--- src/design/dtm_pkg.sv ---
// package: register map, field positions and constants for the timer block
package dtm_pkg;
    localparam int ADDR_W = 8;
    localparam int DATA_W = 8;
    // register offsets
    localparam logic [7:0] TIMER_CONTROL_OFS = 8'h88;
    localparam logic [7:0] TIMER_MODE_SELECT_OFS = 8'h89;
    localparam logic [7:0] FIRST_TIMER_LOW_COUNT_OFS = 8'h8a;
    localparam logic [7:0] SECOND_TIMER_LOW_COUNT_OFS = 8'h8b;
    localparam logic [7:0] FIRST_TIMER_HIGH_COUNT_OFS = 8'h8c;
    localparam logic [7:0] SECOND_TIMER_HIGH_COUNT_OFS = 8'h8d;
    localparam logic [7:0] TIMER_OPTIONS_OFS = 8'h90;
    localparam logic [7:0] IRQ_STATUS_OFS = 8'h91;
    localparam logic [7:0] IRQ_MASK_OFS = 8'h92;
    // reset values and compare constants
    localparam logic [7:0] BYTE_RESET = 8'h00;
    localparam logic [7:0] BYTE_ALL_ONES = 8'hff;
    localparam logic [4:0] PRESCALE_ALL_ONES = 5'h1f;
    localparam logic [7:0] UNMAPPED_READ = 8'h00;
    // timer_mode_select fields
    localparam int SECOND_PIN_QUALIFY_BIT = 7;
    localparam int SECOND_SOURCE_SELECT_BIT = 6;
    localparam int SECOND_MODE_HI = 5;
    localparam int SECOND_MODE_LO = 4;
    localparam int FIRST_PIN_QUALIFY_BIT = 3;
    localparam int FIRST_SOURCE_SELECT_BIT = 2;
    localparam int FIRST_MODE_HI = 1;
    localparam int FIRST_MODE_LO = 0;
    // timer control fields
    localparam int SECOND_OVERFLOW_BIT = 7;
    localparam int SECOND_RUN_BIT = 6;
    localparam int FIRST_OVERFLOW_BIT = 5;
    localparam int FIRST_RUN_BIT = 4;
    // timer options fields
    localparam int SECOND_IRQ_POLARITY_BIT = 3;
    localparam int FIRST_IRQ_POLARITY_BIT = 2;
    localparam int SECOND_PRESCALE_BIT = 1;
    localparam int FIRST_PRESCALE_BIT = 0;
    // irq status fields
    localparam int IRQ_FIRST_OVF = 0;
    localparam int IRQ_SECOND_OVF = 1;
    localparam int IRQ_W = 2;
    // prescaled clock: system clock divided by this count
    localparam int PRESCALE_DIV = 12;
    localparam logic [3:0] PRESCALE_LAST = 4'(PRESCALE_DIV - 1);
    typedef enum logic [1:0] {
        MODE_13BIT = 2'b00,
        MODE_16BIT = 2'b01,
        MODE_8BIT_RELOAD = 2'b10,
        MODE_SPLIT = 2'b11
    } dtm_mode_t;
endpackage

--- src/design/dtm_dual_timer.sv ---
// two counter/timers with mode, source and gate selection
// Overview of operation
// - second timer with pin qualify clear counts whenever its run bit is set and its mode field is not 3 (inactive).
// - second timer with pin qualify set counts only while run and its irq pin is at the active level, except while first is split.
// - first timer with pin qualify clear counts whenever its run bit is set.
// - first timer with pin qualify set counts only while run and its irq pin is at the active level.
// - second source select 0 counts the selected clock, 1 counts falling edges on its count pin.
// - first source select 0 counts the selected clock, 1 counts falling edges on its count pin.
// - second mode field picks 13-bit, 16-bit, 8-bit reload, or inactive.
// - first mode field picks 13-bit, 16-bit, 8-bit reload, or split into two 8-bit timers.
// - first low count is a read/write byte, reset zero, low half of the count.
// - second low count is a read/write byte, reset zero, low half of the count.
// - in 8-bit reload mode a low byte wrap sets the overflow flag and reloads from the high byte.
// - in split mode the first high byte counts the clock, runs on the second run bit, sets the second flag.
// - while first is split, second still counts in modes 0-2 but takes no pin edges and sets no flag.
//
// Local design decision: the plain strobed port.
`timescale 1ns/1ps
module dtm_dual_timer
    import dtm_pkg::*;
(
    // clock and reset
    input wire logic clk_sys,
    input wire logic sys_rst,
    // register port
    input wire logic [ADDR_W-1:0] regAddr,
    input wire logic [DATA_W-1:0] regWrData,
    input wire logic regWrite,
    input wire logic regRead,
    output logic [DATA_W-1:0] regRdData,
    // pins
    input wire logic firstCountPin,
    input wire logic secondCountPin,
    input wire logic firstExternalIrqPin,
    input wire logic secondExternalIrqPin,
    // status
    output logic firstTimerOverflowFlag,
    output logic secondTimerOverflowFlag,
    output logic timerIrq
);
    ////////////////////////////////////////////////////////////////////////
    // registers
    logic [7:0] timerModeSelect_reg;
    logic [7:0] firstTimerLowCount_reg;
    logic [7:0] secondTimerLowCount_reg;
    logic [7:0] firstTimerHighCount_reg;
    logic [7:0] secondTimerHighCount_reg;
    logic [7:0] timerOptions_reg;
    logic firstTimerRun_reg;
    logic secondTimerRun_reg;
    logic [IRQ_W-1:0] irqStatus_reg;
    logic [IRQ_W-1:0] irqMask_reg;

    ////////////////////////////////////////////////////////////////////////
    // pin conditioning and prescaler
    logic firstCountFall;
    logic secondCountFall;
    logic firstIrqLevel;
    logic secondIrqLevel;
    logic prescaleTick;

    dtm_pin_sync firstCountSync (
        .clk_sys(clk_sys), .sys_rst(sys_rst), .pinIn(firstCountPin),
        .pinLevel(), .pinFall(firstCountFall)
    );
    dtm_pin_sync secondCountSync (
        .clk_sys(clk_sys), .sys_rst(sys_rst), .pinIn(secondCountPin),
        .pinLevel(), .pinFall(secondCountFall)
    );
    dtm_pin_sync firstIrqSync (
        .clk_sys(clk_sys), .sys_rst(sys_rst), .pinIn(firstExternalIrqPin),
        .pinLevel(firstIrqLevel), .pinFall()
    );
    dtm_pin_sync secondIrqSync (
        .clk_sys(clk_sys), .sys_rst(sys_rst), .pinIn(secondExternalIrqPin),
        .pinLevel(secondIrqLevel), .pinFall()
    );
    dtm_prescaler prescaler (
        .clk_sys(clk_sys), .sys_rst(sys_rst), .tickPulse(prescaleTick)
    );

    ////////////////////////////////////////////////////////////////////////
    // field decode
    dtm_mode_t firstMode;
    dtm_mode_t secondMode;
    logic firstSplit;
    logic firstActive;
    logic secondActive;
    logic firstClockTick;
    logic secondClockTick;
    logic firstInc;
    logic secondInc;
    logic splitHighInc;

    assign firstMode = dtm_mode_t'(
        timerModeSelect_reg[FIRST_MODE_HI:FIRST_MODE_LO]);
    assign secondMode = dtm_mode_t'(
        timerModeSelect_reg[SECOND_MODE_HI:SECOND_MODE_LO]);
    assign firstSplit = (firstMode == MODE_SPLIT);

    // gate: run bit, optionally qualified by the irq pin level
    assign firstActive = firstTimerRun_reg &
        (~timerModeSelect_reg[FIRST_PIN_QUALIFY_BIT] |
         (firstIrqLevel == timerOptions_reg[FIRST_IRQ_POLARITY_BIT]));
    // in split mode the second timer runs through its own mode setting
    assign secondActive = firstSplit ? (secondMode != MODE_SPLIT) :
        (secondTimerRun_reg & (secondMode != MODE_SPLIT) &
         (~timerModeSelect_reg[SECOND_PIN_QUALIFY_BIT] |
          (secondIrqLevel ==
           timerOptions_reg[SECOND_IRQ_POLARITY_BIT])));

    assign firstClockTick = timerOptions_reg[FIRST_PRESCALE_BIT] ?
        1'b1 : prescaleTick;
    assign secondClockTick = timerOptions_reg[SECOND_PRESCALE_BIT] ?
        1'b1 : prescaleTick;

    assign firstInc = firstActive &
        (timerModeSelect_reg[FIRST_SOURCE_SELECT_BIT] ?
         firstCountFall : firstClockTick);
    assign secondInc = secondActive &
        ((timerModeSelect_reg[SECOND_SOURCE_SELECT_BIT] & ~firstSplit) ?
         secondCountFall : secondClockTick);
    assign splitHighInc = firstSplit & secondTimerRun_reg &
        firstClockTick;

    ////////////////////////////////////////////////////////////////////////
    // count next-state logic, shared by both timers
    function automatic logic [16:0] dtm_step(
        input dtm_mode_t mode,
        input logic [7:0] low,
        input logic [7:0] high
    );
        logic [16:0] res;
        res = {1'b0, high, low};
        case (mode)
            MODE_13BIT: begin
                if (low[4:0] == PRESCALE_ALL_ONES) begin
                    res[7:0] = {low[7:5], 5'h00};
                    res[15:8] = high + 8'h01;
                    res[16] = (high == BYTE_ALL_ONES);
                end else begin
                    res[7:0] = low + 8'h01;
                end
            end
            MODE_16BIT: begin
                res[16:0] = {1'b0, high, low} + 17'h00001;
            end
            MODE_8BIT_RELOAD, MODE_SPLIT: begin
                if (low == BYTE_ALL_ONES) begin
                    res[7:0] = (mode == MODE_8BIT_RELOAD) ?
                        high : BYTE_RESET;
                    res[16] = 1'b1;
                end else begin
                    res[7:0] = low + 8'h01;
                end
            end
            default: begin
                res = {1'b0, high, low};
            end
        endcase
        return res;
    endfunction

    logic [16:0] firstStep;
    logic [16:0] secondStep;
    logic firstOverflow;
    logic secondOverflow;
    logic splitHighOverflow;

    assign firstStep = dtm_step(firstMode, firstTimerLowCount_reg,
        firstTimerHighCount_reg);
    assign secondStep = dtm_step(secondMode, secondTimerLowCount_reg,
        secondTimerHighCount_reg);
    assign firstOverflow = firstInc & firstStep[16];
    assign secondOverflow = secondInc & secondStep[16] & ~firstSplit;
    assign splitHighOverflow = splitHighInc &
        (firstTimerHighCount_reg == BYTE_ALL_ONES);

    ////////////////////////////////////////////////////////////////////////
    // register writes
    logic wrMode;
    logic wrCtrl;
    logic wrFirstLow;
    logic wrSecondLow;
    logic wrFirstHigh;
    logic wrSecondHigh;
    logic wrOptions;
    logic wrStatus;
    logic wrMask;

    assign wrMode = regWrite & (regAddr == TIMER_MODE_SELECT_OFS);
    assign wrCtrl = regWrite & (regAddr == TIMER_CONTROL_OFS);
    assign wrFirstLow = regWrite & (regAddr == FIRST_TIMER_LOW_COUNT_OFS);
    assign wrSecondLow = regWrite & (regAddr == SECOND_TIMER_LOW_COUNT_OFS);
    assign wrFirstHigh = regWrite & (regAddr == FIRST_TIMER_HIGH_COUNT_OFS);
    assign wrSecondHigh = regWrite & (regAddr == SECOND_TIMER_HIGH_COUNT_OFS);
    assign wrOptions = regWrite & (regAddr == TIMER_OPTIONS_OFS);
    assign wrStatus = regWrite & (regAddr == IRQ_STATUS_OFS);
    assign wrMask = regWrite & (regAddr == IRQ_MASK_OFS);

    always_ff @(posedge clk_sys) begin
        if (sys_rst) begin
            timerModeSelect_reg <= BYTE_RESET;
            timerOptions_reg <= BYTE_RESET;
            firstTimerRun_reg <= 1'b0;
            secondTimerRun_reg <= 1'b0;
            irqMask_reg <= '0;
        end else begin
            if (wrMode) begin
                timerModeSelect_reg <= regWrData;
            end
            if (wrOptions) begin
                timerOptions_reg <= regWrData;
            end
            if (wrCtrl) begin
                firstTimerRun_reg <= regWrData[FIRST_RUN_BIT];
                secondTimerRun_reg <= regWrData[SECOND_RUN_BIT];
            end
            if (wrMask) begin
                irqMask_reg <= regWrData[IRQ_W-1:0];
            end
        end
    end

    // first timer count bytes; a software write wins over counting
    always_ff @(posedge clk_sys) begin
        if (sys_rst) begin
            firstTimerLowCount_reg <= BYTE_RESET;
            firstTimerHighCount_reg <= BYTE_RESET;
        end else begin
            if (wrFirstLow) begin
                firstTimerLowCount_reg <= regWrData;
            end else if (firstInc) begin
                firstTimerLowCount_reg <= firstStep[7:0];
            end
            if (wrFirstHigh) begin
                firstTimerHighCount_reg <= regWrData;
            end else if (splitHighInc) begin
                firstTimerHighCount_reg <= firstTimerHighCount_reg + 8'h01;
            end else if (firstInc & ~firstSplit) begin
                firstTimerHighCount_reg <= firstStep[15:8];
            end
        end
    end

    // second timer count bytes
    always_ff @(posedge clk_sys) begin
        if (sys_rst) begin
            secondTimerLowCount_reg <= BYTE_RESET;
            secondTimerHighCount_reg <= BYTE_RESET;
        end else begin
            if (wrSecondLow) begin
                secondTimerLowCount_reg <= regWrData;
            end else if (secondInc) begin
                secondTimerLowCount_reg <= secondStep[7:0];
            end
            if (wrSecondHigh) begin
                secondTimerHighCount_reg <= regWrData;
            end else if (secondInc) begin
                secondTimerHighCount_reg <= secondStep[15:8];
            end
        end
    end

    ////////////////////////////////////////////////////////////////////////
    // overflow flags: hardware set wins over software clear
    logic firstSet;
    logic secondSet;

    assign firstSet = firstOverflow;
    assign secondSet = secondOverflow | splitHighOverflow;

    always_ff @(posedge clk_sys) begin
        if (sys_rst) begin
            firstTimerOverflowFlag <= 1'b0;
            secondTimerOverflowFlag <= 1'b0;
        end else begin
            if (firstSet) begin
                firstTimerOverflowFlag <= 1'b1;
            end else if (wrCtrl) begin
                firstTimerOverflowFlag <= regWrData[FIRST_OVERFLOW_BIT];
            end
            if (secondSet) begin
                secondTimerOverflowFlag <= 1'b1;
            end else if (wrCtrl) begin
                secondTimerOverflowFlag <= regWrData[SECOND_OVERFLOW_BIT];
            end
        end
    end

    // sticky status, write one to clear, set wins
    logic [IRQ_W-1:0] irqEvents;
    assign irqEvents = {secondSet, firstSet};

    always_ff @(posedge clk_sys) begin
        if (sys_rst) begin
            irqStatus_reg <= '0;
            timerIrq <= 1'b0;
        end else begin
            irqStatus_reg <= irqEvents |
                (irqStatus_reg & ~(wrStatus ? regWrData[IRQ_W-1:0] : '0));
            timerIrq <= |(irqStatus_reg & irqMask_reg);
        end
    end

    ////////////////////////////////////////////////////////////////////////
    // read port, data one cycle after the strobe
    always_ff @(posedge clk_sys) begin
        if (sys_rst) begin
            regRdData <= UNMAPPED_READ;
        end else if (regRead) begin
            case (regAddr)
                TIMER_CONTROL_OFS: begin
                    regRdData <= {secondTimerOverflowFlag, secondTimerRun_reg,
                        firstTimerOverflowFlag, firstTimerRun_reg, 4'h0};
                end
                TIMER_MODE_SELECT_OFS: regRdData <= timerModeSelect_reg;
                FIRST_TIMER_LOW_COUNT_OFS: regRdData <= firstTimerLowCount_reg;
                SECOND_TIMER_LOW_COUNT_OFS: begin
                    regRdData <= secondTimerLowCount_reg;
                end
                FIRST_TIMER_HIGH_COUNT_OFS: begin
                    regRdData <= firstTimerHighCount_reg;
                end
                SECOND_TIMER_HIGH_COUNT_OFS: begin
                    regRdData <= secondTimerHighCount_reg;
                end
                TIMER_OPTIONS_OFS: regRdData <= {4'h0, timerOptions_reg[3:0]};
                IRQ_STATUS_OFS: regRdData <= {6'h00, irqStatus_reg};
                IRQ_MASK_OFS: regRdData <= {6'h00, irqMask_reg};
                default: regRdData <= UNMAPPED_READ;
            endcase
        end else begin
            regRdData <= UNMAPPED_READ;
        end
    end
endmodule

--- src/design/dtm_pin_sync.sv ---
// two-stage synchroniser and falling-edge detector for one pin
`timescale 1ns/1ps
module dtm_pin_sync (
    // clock and reset
    input wire logic clk_sys,
    input wire logic sys_rst,
    // pin and results
    input wire logic pinIn,
    output logic pinLevel,
    output logic pinFall
);
    logic stage1Reg;
    logic stage2Reg;
    logic prevReg;

    always_ff @(posedge clk_sys) begin
        if (sys_rst) begin
            stage1Reg <= 1'b1;
            stage2Reg <= 1'b1;
            prevReg <= 1'b1;
        end else begin
            stage1Reg <= pinIn;
            stage2Reg <= stage1Reg;
            prevReg <= stage2Reg;
        end
    end

    assign pinLevel = stage2Reg;
    // one pulse per sampled high-to-low step
    assign pinFall = prevReg & ~stage2Reg;
endmodule

--- src/design/dtm_prescaler.sv ---
// divider giving a one-cycle prescaled-clock enable
`timescale 1ns/1ps
module dtm_prescaler
    import dtm_pkg::*;
(
    // clock and reset
    input wire logic clk_sys,
    input wire logic sys_rst,
    // enable out
    output logic tickPulse
);
    logic [3:0] divCount_reg;

    always_ff @(posedge clk_sys) begin
        if (sys_rst) begin
            divCount_reg <= '0;
        end else if (divCount_reg == PRESCALE_LAST) begin
            divCount_reg <= '0;
        end else begin
            divCount_reg <= divCount_reg + 4'd1;
        end
    end

    assign tickPulse = (divCount_reg == PRESCALE_LAST);
endmodule

--- config.mk ---
export PLATFORM = sky130hd
export DESIGN_NAME = dtm_dual_timer
export DESIGN_NICKNAME = d
export VERILOG_FILES = /design/src/design/dtm_pkg.sv /design/src/design/dtm_dual_timer.sv /design/src/design/dtm_pin_sync.sv /design/src/design/dtm_prescaler.sv
export SDC_FILE = /design/constraint.sdc
export NUM_CORES = 1
export LEC_CHECK = 0
export ABC_AREA = 1
export BUFFER_PORTS_ARGS = -buffer_cell sky130_fd_sc_hd__clkbuf_2
export CORE_ASPECT_RATIO = 1.4
export CORE_MARGIN = 2
export CORE_UTILIZATION = 30
export DETAILED_ROUTE_END_ITERATION = 16
export GPL_TIMING_DRIVEN = 0
export PLACE_DENSITY_LB_ADDON = 0.05
export SKIP_CTS_REPAIR_TIMING = 1
export SLEW_MARGIN = 30
export SYNTH_ARGS = -nofsm -noshare
export SYNTH_HDL_FRONTEND = slang
export SYNTH_HIERARCHICAL = 1
export SYNTH_SLANG_ARGS = --single-unit
--- constraint.sdc ---
create_clock -name clk_sys -period 2.2 [get_ports clk_sys]
set_input_delay 0.44 -clock clk_sys [delete_from_list [all_inputs] [get_ports clk_sys]]
set_output_delay 0.44 -clock clk_sys [all_outputs]
set_load 0.03 [all_outputs]
Yosys cells after proc, flatten, opt, wreduce, memory -nomap -nowiden
Index checks and enable logic that the tools add are counted.
{"block": "totals", "register_bits": 75, "in_bits": 24, "out_inout_bits": 11, "word_cells": 155}
{"block": "op_classes", "add_sub_neg": 7, "eq_ne": 29, "muxes": 36, "bitwise": 37, "reduce_logical": 19}
{"op": "$mux 8", "n": 15}
{"op": "$eq 8x8->1 const B", "n": 13}
{"op": "$pmux 8 s9", "n": 1}
{"op": "$pmux 8 s3", "n": 2}
{"op": "$add 16x1->17 const B", "n": 2}
{"op": "$add 8x1->8 const B", "n": 4}
{"op": "$pmux 8 s2", "n": 2}
{"op": "$and 1x1->1", "n": 24}
{"op": "$mux 9", "n": 2}
{"op": "$mux 1", "n": 11}
{"op": "$eq 5x5->1 const B", "n": 2}
{"op": "$reduce_bool 2->1", "n": 5}
{"op": "$reduce_or 2->1", "n": 5}
{"op": "$ne 3x3->1 const B", "n": 3}
{"op": "$eq 2x2->1 const B", "n": 4}
{"op": "$not 1->1", "n": 6}
{"op": "$pmux 1 s3", "n": 2}
{"op": "$reduce_and 3->1", "n": 2}
{"op": "$reduce_bool 3->1", "n": 2}
{"op": "$add 4x1->4 const B", "n": 1}
{"op": "$and 2x2->2", "n": 2}
{"op": "$eq 2x1->1 const B", "n": 2}
{"op": "$eq 4x4->1 const B", "n": 1}
{"op": "$logic_not 2->1", "n": 2}
{"op": "9 further kinds", "n": 13}

Depth between registers and ports, before layout
{"block": "depth", "word_depth": 9, "ltp_mapped": 14, "depth_no_buf": 14}

Modules after synthesis
The synthesis kept the hierarchy.
{"module": "dtm_dual_timer", "n_inst": 1, "cells_each": 780, "area_per_inst_um2": 4603.2, "seq_area_each_um2": 1221.2}
{"module": "dtm_pin_sync", "n_inst": 4, "cells_each": 12, "area_per_inst_um2": 93.8, "seq_area_each_um2": 60.1}
{"module": "dtm_prescaler", "n_inst": 1, "cells_each": 21, "area_per_inst_um2": 168.9, "seq_area_each_um2": 80.1}

Worst setup path before layout
No wires, ideal clock.
{"block": "synth_path", "path_kind": "register -> register", "from": "reg secondTimerLowCount_reg[0]", "to": "reg secondTimerHighCount_reg[2]", "setup_ns": 0.120, "arrival_time_ns": 1.604, "setup_slack_ns": 0.476, "path_stages_with_launch": 12, "synth_period_minus_slack_ns": 1.724, "cell_sequence": "dfxtp_1 > ha_1 > nand2_1 > nor2_2 > ha_1 > nor2_1 > nor2_1 > nand3_1 > nand2_2 > inv_1 > nor2_1 > nor3_2"}
{"block": "synth_between", "elab_chain_cells": 4, "word_cells_on_any_way": 7}
{"element": "start: declaration", "line": "dtm_dual_timer.sv:45", "rtl": "logic [7:0] secondTimerLowCount_reg;"}
{"element": "start signal: assignment", "line": "dtm_dual_timer.sv:253", "rtl": "secondTimerLowCount_reg <= regWrData;"}
{"element": "start signal: assignment", "line": "dtm_dual_timer.sv:255", "rtl": "secondTimerLowCount_reg <= secondStep[7:0];"}
{"element": "$add 16x1->17", "line": "dtm_dual_timer.sv:146", "rtl": "res[16:0] = {1'b0, high, low} + 17'h00001;"}
{"element": "$pmux 8 s2", "line": "dtm_dual_timer.sv:135", "rtl": "case (mode)"}
{"element": "$mux 8", "line": "dtm_dual_timer.sv:259", "rtl": "end else if (secondInc) begin"}
{"element": "$mux 8", "line": "dtm_dual_timer.sv:257", "rtl": "if (wrSecondHigh) begin"}
{"element": "end signal: assignment", "line": "dtm_dual_timer.sv:258", "rtl": "secondTimerHighCount_reg <= regWrData;"}
{"element": "end signal: assignment", "line": "dtm_dual_timer.sv:260", "rtl": "secondTimerHighCount_reg <= secondStep[15:8];"}
{"element": "end: declaration", "line": "dtm_dual_timer.sv:47", "rtl": "logic [7:0] secondTimerHighCount_reg;"}
Parallel ways exist; a longest one is shown, timed or not. The select of a mux whose other input is x is not followed.
A chain may end at the register's enable or synchronous reset.

Worst setup path in the final report
{"block": "layout_path", "from": "reg secondTimerLowCount_reg[1]", "to": "reg secondTimerHighCount_reg[0]"}
Same word-level chain as after synthesis.

==> metrics.txt <==
# TYPE chip_impl_metric gauge
chip_impl_metric{name="dpl.hpwl",unit="mm"} 15.64
chip_impl_metric{name="via_count_of_the_first_global_routing_pass",unit=""} 5476
chip_impl_info{name="hp-start",value="secondExternalIrqPin"} 1
chip_impl_metric{name="critical_path_arrival",unit="ns"} 2.24
chip_impl_metric{name="route.final.wire_length",unit="mm"} 19.63
chip_impl_metric{name="first_iter_violations",unit=""} 419
chip_impl_info{name="rsz0062_at_grt",value="yes"} 1
chip_impl_metric{name="boundaryPins",unit=""} 35
chip_impl_metric{name="worst_slew_margin_rel",unit="%"} 47.19
chip_impl_info{name="busiest_layer",value="met2"} 1
chip_impl_metric{name="synthesis.area",unit="µm²"} 5077
chip_impl_metric{name="worstMarginPinSlew",unit="ns"} 0.7921
chip_impl_metric{name="worstPathRequired",unit="ns"} 2.40
chip_impl_metric{name="design.die.area",unit="µm²"} 18000
chip_impl_metric{name="clock-sinks",unit=""} 75
chip_impl_info{name="most_frequent_cells_in_the_layout",value="sky130_fd_sc_hd__nand2_1, sky130_fd_sc_hd__inv_1, sky130_fd_sc_hd__nor2_1, sky130_fd_sc_hd__dfxtp_1, sky130_fd_sc_hd__a21oi_1"} 1
chip_impl_metric{name="netlist_instances",unit=""} 839
chip_impl_metric{name="final.setup.worst_slack",unit="ns"} 0.1649
chip_impl_metric{name="hold-path-cell-count",unit=""} 3
chip_impl_metric{name="final-max-slew-violation-count",unit=""} 0
chip_impl_metric{name="post_dr_wirelength_cell",unit="µm"} 17.96
chip_impl_metric{name="final_period_minus_worst_setup_slack",unit="ns"} 2.035
chip_impl_info{name="setup.worst_path.start_class",value="flop"} 1
chip_impl_metric{name="detail_route.first_pass.iterations",unit=""} 5
chip_impl_metric{name="antenna_violating_nets_post_route",unit=""} 0
chip_impl_metric{name="timing.fmax",unit="MHz"} 491.4
chip_impl_metric{name="antenna-diode-count",unit=""} 0
chip_impl_metric{name="fin_skew",unit="ns"} 0.009549
chip_impl_metric{name="floorplan.rows",unit=""} 56
chip_impl_metric{name="initial_antenna_violation_count",unit=""} 0
chip_impl_metric{name="post-place-ws",unit="ns"} -0.005431
chip_impl_metric{name="synthesized_netlist_net_count",unit=""} 870
chip_impl_metric{name="grt_start_max_net_pins",unit=""} 15
chip_impl_metric{name="final_layout_size_suffix_gt1_share",unit="%"} 13.03
chip_impl_metric{name="ir_worst_vdd",unit="V"} 0.0003546
chip_impl_metric{name="layout.cells.non_filler",unit=""} 1093
chip_impl_metric{name="finalSetupViolCount",unit=""} 0
chip_impl_metric{name="critPathMaxFanout",unit=""} 4
chip_impl_metric{name="worst_hold_slack",unit="ns"} 0.2653
chip_impl_metric{name="grt_usage",unit="%"} 22.67
chip_impl_metric{name="fillCellCount",unit=""} 1920
chip_impl_metric{name="cts-buffers-inserted",unit=""} 9
chip_impl_metric{name="met1_routing_resource_usage_after_global_routing",unit="%"} 26.23
chip_impl_info{name="critPathCaptureType",value="flop"} 1
chip_impl_metric{name="p_leak",unit="nW"} 2.631
chip_impl_metric{name="rr_worst_depth",unit=""} 12
chip_impl_metric{name="post-place-cells",unit=""} 1075
chip_impl_metric{name="grt_remaining_overflow",unit=""} 0
chip_impl_metric{name="powerDensity",unit="nW/µm²"} 525.9
chip_impl_metric{name="timing.final.crit_share",unit="%"} 92.51
chip_impl_info{name="worstSetupPathType",value="flop to flop"} 1
chip_impl_info{name="crit-reg2reg-launch",value="secondTimerLowCount_reg[1]"} 1
chip_impl_info{name="worstHoldPathType",value="input pin to flop"} 1
chip_impl_metric{name="grtUsageMet2",unit="%"} 41.30
chip_impl_metric{name="drc",unit=""} 0
chip_impl_metric{name="die_w",unit="µm"} 114.0
chip_impl_metric{name="final-hold-violation-count",unit=""} 0
chip_impl_metric{name="fp.dieH",unit="µm"} 157.9
chip_impl_metric{name="via_count",unit=""} 5608
chip_impl_info{name="final_common_cell",value="sky130_fd_sc_hd__nand2_1"} 1
chip_impl_metric{name="clock_path_buffers",unit=""} 2
chip_impl_metric{name="fin_tns_setup",unit="ns"} 0
chip_impl_info{name="worstHoldEndpoint",value="secondIrqSync/stage1Reg"} 1
chip_impl_metric{name="clkTransAtPathRegs",unit="ns"} 0.07
chip_impl_metric{name="fin_area",unit="µm²"} 5836
chip_impl_metric{name="drt-vias-per-instance",unit=""} 5.131
chip_impl_info{name="run_status",value="complete, no violations"} 1
chip_impl_metric{name="grt_first_pass_wirelength",unit="mm"} 30.74
chip_impl_metric{name="clk_latency",unit="ns"} 0.35
chip_impl_metric{name="core_region_area",unit="µm²"} 16680
chip_impl_info{name="clockRootBuffer",value="sky130_fd_sc_hd__clkbuf_16"} 1
chip_impl_info{name="cts_tree",value="done"} 1
chip_impl_metric{name="global_route.usage.met3",unit="%"} 2.106
chip_impl_metric{name="syn_to_final_growth",unit="%"} 14.93
chip_impl_info{name="reg2reg_end",value="secondTimerHighCount_reg[0]"} 1
chip_impl_metric{name="initial_core_util",unit="%"} 30.45
chip_impl_metric{name="place.gp.congestion",unit=""} 0.9802
chip_impl_metric{name="reg2reg_setup_slack",unit="ns"} 0.16
chip_impl_metric{name="ys.warnings.count",unit=""} 6
chip_impl_metric{name="postSynthAreaPerCell",unit="µm²"} 6.052
chip_impl_metric{name="net_total_in_the_final_layout",unit=""} 916
chip_impl_metric{name="post_dp_cell_area",unit="µm²"} 5497
chip_impl_metric{name="max_cap_viol_count",unit=""} 0
chip_impl_metric{name="place.port_buffers",unit=""} 33
chip_impl_metric{name="clock_tree.htree_level_count",unit=""} 3
[area by class of cell]
cell class / count / area (µm²) / area share [%]
Buffer: 12 / 85.08 / 1.458
Clock buffer: 11 / 252.7 / 4.331
Clock inverter: 5 / 43.79 / 0.7504
Inverter: 138 / 518.0 / 8.876
Multi-Input combinational cell: 614 / 2998 / 51.37
Sequential cell: 75 / 1504 / 25.77
Tap cell: 203 / 254.0 / 4.352
Timing Repair Buffer: 35 / 180.2 / 3.087
[worst max path at each step]
stage | startpoint | to | slack [ns] | cells after the start
finish | secondTimerLowCount_reg[1] | secondTimerHighCount_reg[0] | 0.16 | 12
global route | prescaler/divCount_reg[0] | firstTimerHighCount_reg[4] | -0.01 | 13
CTS | secondTimerLowCount_reg[1] | secondTimerHighCount_reg[5] | -0.04 | 11
detailed placement | secondTimerLowCount_reg[1] | secondTimerHighCount_reg[5] | -0.005 | 11
global placement | secondTimerLowCount_reg[1] | secondTimerHighCount_reg[5] | -0.04 | 11
floorplan | secondTimerLowCount_reg[0] | secondTimerHighCount_reg[2] | 0.48 | 11
[critical path: stages, from the launching register on]
cell                      delay [ns]
sky130_fd_sc_hd__dfxtp_2        0.40
sky130_fd_sc_hd__ha_1           0.19
sky130_fd_sc_hd__nand2_1        0.11
sky130_fd_sc_hd__nor2_2         0.14
sky130_fd_sc_hd__ha_2           0.24
sky130_fd_sc_hd__nor2_1         0.08
sky130_fd_sc_hd__nor2_1         0.16
sky130_fd_sc_hd__nand3_2        0.16
sky130_fd_sc_hd__buf_4          0.18
sky130_fd_sc_hd__nand3_1        0.06
sky130_fd_sc_hd__nand2_1        0.05
sky130_fd_sc_hd__nor2_1         0.08
sky130_fd_sc_hd__nor2_1         0.04
[where the power goes]
| group | total, mW | switching, mW | internal [mW] |
|---|---|---|---|
| Sequential | 1.38 | 0.00896 | 1.37 |
| Combinational | 0.177 | 0.131 | 0.0466 |
| Clock | 1.51 | 0.668 | 0.843 |
| Total | 3.07 | 0.808 | 2.26 |
[stage by stage]
stage / total power [mW] / utilization [%]
final: 3.069 / 34.99
after global routing: 3.177 / 34.99
after CTS: 3.117 / 34.74
after detailed placement: 1.589 / 32.96
after global placement: 1.589 / 32.96
after floorplan: 1.501 / -
[routing by layer]
metal	wire [µm]	share of wire (%)	vias to the layer above
met5	0	0	-
met4	808	4.1	0
met3	669	3.4	42
met2	10050	51	159
met1	8110	41	2614
li1	-	-	2793
Power figures use the tool's default switching activity.
